--- config.mk ---
export PLATFORM = sky130hd
export DESIGN_NAME = kvs_scanner
export DESIGN_NICKNAME = d
export VERILOG_FILES = /design/src/hw/kvs_pkg.sv /design/src/hw/kvs_key_mem.sv /design/src/hw/kvs_scanner.sv
export SDC_FILE = /design/constraint.sdc
export NUM_CORES = 1
export LEC_CHECK = 0
export BUFFER_PORTS_ARGS = -buffer_cell sky130_fd_sc_hd__buf_2
export CAP_MARGIN = 20
export CORE_AREA = 2 2 227 229
export DETAILED_ROUTE_END_ITERATION = 6
export DIE_AREA = 0 0 229 231
export PLACE_DENSITY = 0.82
export SYNTH_ARGS = -nofsm -noshare
export SYNTH_HDL_FRONTEND = slang
export SYNTH_SLANG_ARGS = --single-unit
--- constraint.sdc ---
create_clock -name CLK_I -period 14.2 [get_ports CLK_I]
set_input_delay 2.84 -clock CLK_I [delete_from_list [all_inputs] [get_ports CLK_I]]
set_output_delay 2.84 -clock CLK_I [all_outputs]
set_load 0.005 [all_outputs]
--- src/hw/kvs_pkg.sv ---
// constants and types shared by the keyboard velocity scanner
package kvs_pkg;
  // matrix geometry
  localparam int ROWS_MAN = 8;
  localparam int KEYS_ROW = 8;
  localparam int CONTACTS = 16;
  localparam int PED_SEL = 4;
  localparam int PED_RET = 8;
  localparam int JUMPERS = 8;
  localparam int SLOTS = 13;
  localparam int MEM_DEPTH = 64;
  localparam int MEM_W = 9;
  localparam logic [3:0] ROW_LAST_MAN = 4'h7;
  localparam logic [3:0] ROW_JUMPER = 4'hc;
  localparam logic [2:0] KEY_LAST = 3'h7;
  localparam logic [5:0] KEY_COUNT = 6'h3d;
  localparam logic [4:0] PEDAL_LOW = 5'h02;
  localparam logic [12:0] DRV_IDLE = 13'h1fff;
  // timing
  localparam int CLK_MHZ = 125;
  localparam int SETTLE_NS = 200;
  localparam int SETTLE_CYC = (SETTLE_NS * CLK_MHZ + 999) / 1000;
  localparam int SYNC_CYC = 2;
  localparam logic [7:0] SETTLE_LOAD = 8'(SETTLE_CYC + SYNC_CYC - 1);
  localparam int POLL_BASE_US = 250;
  localparam int POLL_BASE_CYC = POLL_BASE_US * CLK_MHZ;
  // byte layout
  localparam int KB_IRQ = 7;
  localparam int KB_ON = 6;
  localparam int VB_PEDAL = 7;
  localparam logic [6:0] VEL_MAX = 7'h7f;
  // port decode
  localparam logic ADDR_KEY = 1'b0;
  localparam logic ADDR_VEL = 1'b1;
  localparam int MASK_BIT = 0;
  localparam logic MASK_RST = 1'b0;
  localparam logic [1:0] RATE_RST = 2'h0;
  localparam logic [7:0] BYTE_RST = 8'h00;

  typedef enum logic [1:0] {
    KS_IDLE = 2'b00,
    KS_TIMING = 2'b01,
    KS_ON = 2'b10
  } kvs_key_t;

  typedef enum logic [2:0] {
    SC_INIT = 3'b000,
    SC_WAIT = 3'b001,
    SC_SETTLE = 3'b010,
    SC_RD = 3'b011,
    SC_UPD = 3'b100
  } kvs_scan_t;
endpackage

--- src/hw/kvs_key_mem.sv ---
// per-key state memory with registered read data
`timescale 1ns/10ps
`default_nettype none
module kvs_key_mem (
  input wire logic clk_i,
  input wire logic ce_i,
  input wire logic we_i,
  input wire logic [5:0] waddr_i,
  input wire logic [kvs_pkg::MEM_W-1:0] wdata_i,
  input wire logic [5:0] raddr_i,
  output logic [kvs_pkg::MEM_W-1:0] rdata_o
);
  import kvs_pkg::*;
  logic [MEM_W-1:0] mem_r [MEM_DEPTH];

  // no reset here: the scanner clears every entry before its first poll
  always_ff @(posedge clk_i) begin
    if (ce_i) begin
      if (we_i) begin
        mem_r[waddr_i] <= wdata_i;
      end
      rdata_o <= mem_r[raddr_i];
    end
  end
endmodule
`default_nettype wire

--- src/hw/kvs_scanner.sv ---
// keyboard velocity scanner: matrix scan, velocity timing, two-byte port
`timescale 1ns/10ps
`default_nettype none
module kvs_scanner #(
  parameter int unsigned POLL_BASE_CYCLES = kvs_pkg::POLL_BASE_CYC
) (
  // clock, reset, enable
  input wire logic CLK_I,
  input wire logic RESET_I,
  input wire logic CE_I,
  // master port
  input wire logic BUS_CS_I,
  input wire logic BUS_ADDR_I,
  input wire logic BUS_RD_I,
  input wire logic BUS_WR_I,
  input wire logic [7:0] BUS_WDATA_I,
  output logic [7:0] BUS_RDATA_O,
  output logic FAST_INTERRUPT_REQUEST_N_O,
  // key matrix
  output logic [kvs_pkg::ROWS_MAN-1:0] MATRIX_ADDR_N_O,
  input wire logic [kvs_pkg::CONTACTS-1:0] CONTACT_I,
  // pedal matrix and jumpers
  output logic [kvs_pkg::PED_SEL-1:0] PEDAL_SEL_N_O,
  output logic JUMPER_SEL_N_O,
  input wire logic [kvs_pkg::PED_RET-1:0] PEDAL_RETURN_LINE_I,
  output logic [kvs_pkg::JUMPERS-1:0] OPTION_JUMPERS_O,
  // rate coding switch
  input wire logic [1:0] RATE_SEL_I
);
  import kvs_pkg::*;

  kvs_scan_t st_r, st_nxt;
  logic [3:0] row_r, row_nxt;
  logic [2:0] key_r;
  logic [5:0] init_r;
  logic [7:0] settle_r;
  logic [31:0] tmr_r;
  logic tick_pend_r;
  logic [CONTACTS-1:0] con_s1_r, con_s2_r;
  logic [PED_RET-1:0] ret_s1_r, ret_s2_r;
  logic [1:0] rate_s1_r, rate_s2_r, rate_r;
  logic rate_taken_r;
  logic [SLOTS-1:0] drv_n_r;
  logic [31:0] pedal_r;
  logic irq_r, mask_r;
  logic [6:0] ev_key_r;
  logic [7:0] vel_r;
  logic [MEM_W-1:0] mem_rdata;

  // decode
  wire logic rd_key = CE_I && BUS_CS_I && BUS_RD_I && BUS_ADDR_I == ADDR_KEY;
  wire logic rd_vel = CE_I && BUS_CS_I && BUS_RD_I && BUS_ADDR_I == ADDR_VEL;
  wire logic wr_mask = CE_I && BUS_CS_I && BUS_WR_I && BUS_ADDR_I == ADDR_KEY;
  wire logic [31:0] period_w = 32'(POLL_BASE_CYCLES) << rate_r;
  wire logic tick = tmr_r == 32'h0;
  wire logic is_pedal = row_r > ROW_LAST_MAN;
  wire logic row_done = st_r == SC_UPD && key_r == KEY_LAST;
  wire logic init_we = st_r == SC_INIT;
  wire logic [5:0] man_pitch = {row_r[2:0], key_r};
  wire logic [4:0] ped_idx = {row_r[1:0], key_r};
  // contacts and returns read low when closed
  wire logic rest_open = con_s2_r[{key_r, 1'b0}];
  wire logic work_closed = !con_s2_r[{key_r, 1'b1}];
  wire logic ped_down = !ret_s2_r[key_r];
  wire kvs_key_t ks = kvs_key_t'(mem_rdata[MEM_W-1:MEM_W-2]);
  wire logic [6:0] cnt = mem_rdata[6:0];

  // per-key update
  kvs_key_t ks_nxt;
  logic [6:0] cnt_nxt;
  logic man_ev, man_on;
  always_comb begin
    ks_nxt = ks;
    cnt_nxt = cnt;
    man_ev = 1'b0;
    man_on = 1'b0;
    case (ks)
      KS_IDLE: begin
        if (rest_open) begin
          ks_nxt = KS_TIMING;
          cnt_nxt = 7'h00;
        end
      end
      KS_TIMING: begin
        if (work_closed) begin
          ks_nxt = KS_ON;
          man_ev = 1'b1;
          man_on = 1'b1;
        end else if (!rest_open) begin
          ks_nxt = KS_IDLE;
        end else if (cnt != VEL_MAX) begin
          cnt_nxt = cnt + 7'h01;
        end
      end
      KS_ON: begin
        if (!work_closed && !rest_open) begin
          ks_nxt = KS_IDLE;
          man_ev = 1'b1;
        end
      end
      default: begin
        ks_nxt = KS_IDLE;
      end
    endcase
  end

  // only 61 of the 64 matrix positions carry a key
  wire logic man_valid = man_pitch < KEY_COUNT;
  wire logic ped_valid = ped_idx >= PEDAL_LOW;
  wire logic ped_ev = ped_valid && ped_down != pedal_r[ped_idx];
  wire logic ev_set = st_r == SC_UPD && (is_pedal ? ped_ev : man_ev && man_valid);
  wire logic [6:0] ev_key = is_pedal ? {ped_down, 1'b0, 5'(ped_idx - PEDAL_LOW)}
                                     : {man_on, man_pitch};
  wire logic [7:0] ev_vel = is_pedal ? {1'b1, ped_down ? VEL_MAX : 7'h00}
                                     : {1'b0, man_on ? VEL_MAX - cnt : 7'h00};
  wire logic mem_we = init_we || (st_r == SC_UPD && !is_pedal);
  wire logic [5:0] mem_waddr = init_we ? init_r : man_pitch;
  wire logic [MEM_W-1:0] mem_wdata = init_we ? {KS_IDLE, 7'h00} : {ks_nxt, cnt_nxt};

  kvs_key_mem u_mem (
    .clk_i(CLK_I),
    .ce_i(CE_I),
    .we_i(mem_we),
    .waddr_i(mem_waddr),
    .wdata_i(mem_wdata),
    .raddr_i(man_pitch),
    .rdata_o(mem_rdata)
  );

  // scan sequencer
  always_comb begin
    st_nxt = st_r;
    row_nxt = row_r;
    case (st_r)
      SC_INIT: if (init_r == 6'h3f) st_nxt = SC_WAIT;
      SC_WAIT: begin
        if (tick_pend_r) begin
          st_nxt = SC_SETTLE;
          row_nxt = 4'h0;
        end
      end
      SC_SETTLE: begin
        if (settle_r == 8'h00) begin
          st_nxt = row_r == ROW_JUMPER ? SC_WAIT : SC_RD;
        end
      end
      // a pending request holds the scan until the master fetches it
      SC_RD: if (!irq_r) st_nxt = SC_UPD;
      SC_UPD: begin
        st_nxt = SC_RD;
        if (key_r == KEY_LAST) begin
          st_nxt = SC_SETTLE;
          row_nxt = row_r + 4'h1;
        end
      end
      default: st_nxt = SC_WAIT;
    endcase
  end

  wire logic driving = st_nxt == SC_SETTLE || st_nxt == SC_RD || st_nxt == SC_UPD;
  wire logic [SLOTS-1:0] drv_nxt = driving ? ~(13'h0001 << row_nxt) : DRV_IDLE;
  wire logic irq_nxt = ev_set || (irq_r && !rd_vel);

  // pin synchronisers
  always_ff @(posedge CLK_I or posedge RESET_I) begin
    if (RESET_I) begin
      con_s1_r <= '1;
      con_s2_r <= '1;
      ret_s1_r <= '1;
      ret_s2_r <= '1;
      rate_s1_r <= RATE_RST;
      rate_s2_r <= RATE_RST;
    end else if (CE_I) begin
      con_s1_r <= CONTACT_I;
      con_s2_r <= con_s1_r;
      ret_s1_r <= PEDAL_RETURN_LINE_I;
      ret_s2_r <= ret_s1_r;
      rate_s1_r <= RATE_SEL_I;
      rate_s2_r <= rate_s1_r;
    end
  end

  always_ff @(posedge CLK_I or posedge RESET_I) begin
    if (RESET_I) begin
      st_r <= SC_INIT;
      row_r <= 4'h0;
      key_r <= 3'h0;
      init_r <= 6'h00;
      settle_r <= 8'h00;
      drv_n_r <= DRV_IDLE;
    end else if (CE_I) begin
      st_r <= st_nxt;
      row_r <= row_nxt;
      drv_n_r <= drv_nxt;
      init_r <= init_r + 6'h01;
      if (st_r == SC_UPD) key_r <= key_r + 3'h1;
      // settling covers line delay plus the two synchroniser stages
      if (st_nxt == SC_SETTLE && st_r != SC_SETTLE) begin
        settle_r <= SETTLE_LOAD;
      end else if (settle_r != 8'h00) begin
        settle_r <= settle_r - 8'h01;
      end
    end
  end

  // poll timer; rate taken once, when the memory clear ends
  always_ff @(posedge CLK_I or posedge RESET_I) begin
    if (RESET_I) begin
      tmr_r <= 32'h0;
      tick_pend_r <= 1'b0;
      rate_r <= RATE_RST;
      rate_taken_r <= 1'b0;
    end else if (CE_I) begin
      if (st_r == SC_INIT && init_r == 6'h3f && !rate_taken_r) begin
        rate_r <= rate_s2_r;
        rate_taken_r <= 1'b1;
      end
      tmr_r <= tick ? period_w - 32'h1 : tmr_r - 32'h1;
      tick_pend_r <= (tick && rate_taken_r) || (tick_pend_r && st_r != SC_WAIT);
    end
  end

  // pedal state, jumpers, event bytes, port
  always_ff @(posedge CLK_I or posedge RESET_I) begin
    if (RESET_I) begin
      pedal_r <= 32'h0;
      OPTION_JUMPERS_O <= BYTE_RST;
      ev_key_r <= 7'h00;
      vel_r <= BYTE_RST;
      irq_r <= 1'b0;
      mask_r <= MASK_RST;
      BUS_RDATA_O <= BYTE_RST;
      FAST_INTERRUPT_REQUEST_N_O <= 1'b1;
      MATRIX_ADDR_N_O <= '1;
      PEDAL_SEL_N_O <= '1;
      JUMPER_SEL_N_O <= 1'b1;
    end else if (CE_I) begin
      if (st_r == SC_UPD && is_pedal) pedal_r[ped_idx] <= ped_down;
      if (st_r == SC_SETTLE && settle_r == 8'h00 && row_r == ROW_JUMPER) begin
        OPTION_JUMPERS_O <= ~ret_s2_r;
      end
      if (ev_set) begin
        ev_key_r <= ev_key;
        vel_r <= ev_vel;
      end
      irq_r <= irq_nxt;
      if (wr_mask) mask_r <= BUS_WDATA_I[MASK_BIT];
      if (rd_key) BUS_RDATA_O <= {irq_r, ev_key_r};
      else if (rd_vel) BUS_RDATA_O <= vel_r;
      FAST_INTERRUPT_REQUEST_N_O <= !(irq_nxt && !mask_r);
      MATRIX_ADDR_N_O <= drv_nxt[ROWS_MAN-1:0];
      PEDAL_SEL_N_O <= drv_nxt[ROWS_MAN+PED_SEL-1:ROWS_MAN];
      JUMPER_SEL_N_O <= drv_nxt[SLOTS-1];
    end
  end

  property p_irq_line;
    @(posedge CLK_I) disable iff (RESET_I)
    CE_I && ev_set && !mask_r && !wr_mask |=> !FAST_INTERRUPT_REQUEST_N_O;
  endproperty
  a_irq_line: assert property (p_irq_line) else $error("request not raised");

  property p_mask;
    @(posedge CLK_I) disable iff (RESET_I)
    CE_I && mask_r && !wr_mask |=> FAST_INTERRUPT_REQUEST_N_O;
  endproperty
  a_mask: assert property (p_mask) else $error("masked request reached line");

  property p_vel_clr;
    @(posedge CLK_I) disable iff (RESET_I)
    rd_vel && !ev_set |=> !irq_r ##1 (FAST_INTERRUPT_REQUEST_N_O || !CE_I);
  endproperty
  a_vel_clr: assert property (p_vel_clr) else $error("velocity read kept request");

  property p_key_rd;
    @(posedge CLK_I) disable iff (RESET_I)
    rd_key |=> BUS_RDATA_O[KB_IRQ] == $past(irq_r);
  endproperty
  a_key_rd: assert property (p_key_rd) else $error("key byte top bit wrong");

  property p_one_row;
    @(posedge CLK_I) disable iff (RESET_I)
    $onehot0(~drv_n_r) && (st_r != SC_RD || drv_n_r[row_r] == 1'b0);
  endproperty
  a_one_row: assert property (p_one_row) else $error("matrix drive not single");

  property p_vel_val;
    @(posedge CLK_I) disable iff (RESET_I)
    CE_I && ev_set && !is_pedal && man_on |=> vel_r == {1'b0, VEL_MAX - $past(cnt)};
  endproperty
  a_vel_val: assert property (p_vel_val) else $error("velocity not from count");

  property p_sat;
    @(posedge CLK_I) disable iff (RESET_I)
    st_r == SC_UPD && ks == KS_TIMING && cnt == VEL_MAX |-> cnt_nxt == VEL_MAX;
  endproperty
  a_sat: assert property (p_sat) else $error("velocity count wrapped");

  property p_rate;
    @(posedge CLK_I) disable iff (RESET_I)
    rate_taken_r |=> rate_taken_r && $stable(rate_r);
  endproperty
  a_rate: assert property (p_rate) else $error("rate changed after reset");

  property p_pitch;
    @(posedge CLK_I) disable iff (RESET_I)
    ev_set |-> (is_pedal ? ev_key[4:0] <= 5'h1d : ev_key[5:0] < KEY_COUNT);
  endproperty
  a_pitch: assert property (p_pitch) else $error("pitch out of range");
endmodule
`default_nettype wire

==> impl_metrics.csv <==
group,metric,value,unit
run_status,run_status,"finished, violations left",
run_status,violations,"DRC",
clock_tree,clk_pin_slew_worst_paths,60,ps
global_route,grt_max_degree,123,
setup_path,start_kind,"input port",
job,drv_cap,0,
synth,synth_top_cell_area_share,0.543,
layout,antennaDiodeCount,0,
routing,wl,76400,microns
timing,maxSlewHeadroom,0.295,
clock_tree,cts_resized,0,
synth,synthesis.nets,1894,
routing,wl_met3,6870,microns
pwr,p_leak,12.5,nW
setup_path,cp_common_cell,"nor2_1",
synth,synth.area.top_cells,"edfxtp_1, mux4_2, dfrtp_1",
timing,final_hold_viol_count,0,
routing,num_vias,17900,
worst_hold_path,hp-class,"reg -> reg",
layout,nNetsFinal,1965,
routing,drtIter0Drc,2295,
worst_hold_path,hold_depth,1,
global_route,groute.usage.overall,0.298,
die,dieArea,52900,sq um
clock_tree,postCtsSetupBuffers,0,
place,dp_hpwl,44000,microns
layout,syn_to_final_growth,10.9,%
global_route,overflow,0,
routing,dr_wl_met2,38300,microns
setup_path,reg2regPathDepth,8,
setup_path,crit_type,"in -> reg",
pwr,vdd_drop_max,0.000126,V
die,die_w,229,microns
synth,synth_cell_types,67,
setup_path,path_max_fanout,12,
synth,netlist_area,32300,sq um
place,gp_routability_congestion,0.875,
layout,final_util,0.708,
synth,seq_area_frac_synth,0.693,
synth,yosysTopAreaCell,"edfxtp_1",
setup_path,critical_path_arrival,5910,ps
setup_path,critPathCaptureType,"flop",
setup_path,worstPathRequired,14450,ps
die,io_pins,71,
clock_tree,h-tree-depth,3,
layout,layout-drive-gt1-share,0.301,
synth,avgSynthCellArea,17.7,sq um
timing,worst_slew_pin_slew,1060,ps
routing,vias_per_cell,6.77,
pwr,p_per_area,219,nW/um^2
routing,ant_nets,0,
routing,detail_route.wl_per_cell,28.9,microns
global_route,grt_pass1_vias,18400,
die,die_h,231,microns
place,port_buffers,63,
global_route,antenna_found_initial,1,
clock_tree,worstSkewPairLatency,640,ps
die,row_count,83,
synth,synth_warnings,0,
setup_path,slowest_delay,830,ps
timing,fin_worst_skew,31.6,ps
clock_tree,hold_buffers,0,
clock_tree,cts-root-buf,"clkbuf_16",
timing,tns,0,ps
routing,drt-met1-wl,27100,microns
die,core_area,50700,sq um
timing,fin_crit_sh,0.399,
global_route,grt_pass1_wl,117000,microns
timing,finalCriticalPeriod,5660,ps
synth,synth-edff-count,585,
timing,setup_viol,0,
timing,timing.final.max_slew_violations,0,
synth,synthCells,1829,
clock_tree,numCtsBuffers,77,
routing,first_pass_iters,7,
synth,synthTopCellsByCount,"edfxtp_1, mux4_2, nor2_1",
setup_path,crit_path_top_delay_cell,"nor4_1",
synth,async_reset_ff_frac,0.246,
routing,top_layer_used,"met5",
layout,fill_cells,2979,
synth,yosysMostFrequentCell,"edfxtp_1",
place,dpl_cell_area,33200,sq um
layout,finalNonFillerCells,2642,
timing,max_freq,0.177,GHz
synth,yosys_register_bits,776,
setup_path,path_cells,"buf_4 -> inv_1 -> nor2_1 -> nand2_1 -> nor4_1 -> nand2b_1 -> nor2_1",
timing,grt_setup_unrepaired,"false",
routing,drc,26,
place,dp.cells,2501,
synth,synth_ff_type,"edfxtp_1",
layout,final_area,35900,sq um
clock_tree,cts.path.max_buffers,3,
clock_tree,cts_tree,"done",
die,initial_core_util,0.638,
clock_tree,clkSinkCount,776,
-- worst paths after layout --
path,start,to,slack (ps)
max in group asynchronous,RESET_I,tmr_r[18],10410
max,CE_I,u_mem.mem_r[51][0],8540
min in group asynchronous,RESET_I,settle_r[5],2390
min reg2reg,tmr_r[30],tmr_r[30],470
min,tmr_r[30],tmr_r[30],470
max reg2reg,key_r[2],u_mem.mem_r[62][0],9460
-- per-stage QoR --
step | setup slack [ps] | power, mW | hold slack (ps)
after floorplan | 5700 | 4.87 | 434
after global placement | 8320 | 5.51 | 447
after detailed placement | 8240 | 5.65 | 459
final | 8540 | 7.84 | 467
after CTS | 8670 | 7.81 | 471
after global routing | 8580 | 8.10 | 481
-- sequential cells by signal (all words and copies together), names as in the netlist, 9 cells and up --
register and count:
con_s2_r 16, pedal_r 32, tmr_r 32, u_mem.rdata_o 9, u_mem.mem_r 576, con_s1_r 16
-- layer usage --
metal / vias up / GRT usage
met1: 9189 / 0.383
met4: 2 / 0.145
met2: 1097 / 0.491
met3: 254 / 0.0629
li1: 7357 / -
met5: - / 0
-- critical path: cells and delay by family --
kind                   cells  cell delay [ps]
and+or+nand+nor            5             2670
buffers and inverters      2              390
-- layout make-up --
class | instances | area (sq um) | share of cell area
clock buffer | 96 | 2120 | 0.0592
clock inverter | 45 | 509 | 0.0142
inverter | 21 | 86.3 | 0.00241
multi-input combinational | 937 | 9360 | 0.261
sequential | 776 | 22400 | 0.626
tap | 680 | 851 | 0.0237
timing repair buffer | 87 | 502 | 0.0140
-- power by group --
group | internal (mW) | total, mW | switching [mW]
clock network | 1.23 | 2.12 | 0.885
registers | 3.06 | 3.28 | 0.219
logic | 0.894 | 2.44 | 1.55
total | 5.19 | 7.84 | 2.65
-- placed cells by master (no fill, tap or decap), types with 8 or more instances in the layout --
cell / count
buf_2: 62
nor3_1: 26
or3_1: 11
nor4_1: 8
nand2b_1: 13
mux4_2: 192
o21ai_0: 52
edfxtp_1: 585
clkbuf_16: 80
clkinvlp_4: 10
inv_1: 18
mux2_4: 8
a31oi_1: 17
clkbuf_1: 10
nand2_1: 91
mux2i_1: 30
ha_1: 24
dfrtp_1: 126
bufinv_16: 9
dfstp_2: 62
nor2_1: 138
a221o_1: 8
mux2_2: 94
xor2_1: 19
clkinv_1: 8
a21o_1: 8
buf_4: 24
nor2b_1: 12
xnor2_1: 13
nand3_1: 39
a21oi_1: 38
and3_1: 9
a22oi_1: 11
clkinv_2: 12
-- cells by family (layout without fill, tap and decap cells) --
kind of cell,after synthesis,count (layout),share of synthesized area
flip-flops,776,776,0.693
AO/OA/AOI/OAI,172,172,0.0338
AND/OR/NAND/NOR,385,385,0.0560
XOR/XNOR,32,32,0.00867
multiplexers,324,324,0.179
adder cells (fa/ha/maj),24,24,0.00929
buffers and inverters,116,249,0.0193
No activity file was read; power rests on OpenSTA's default activity.
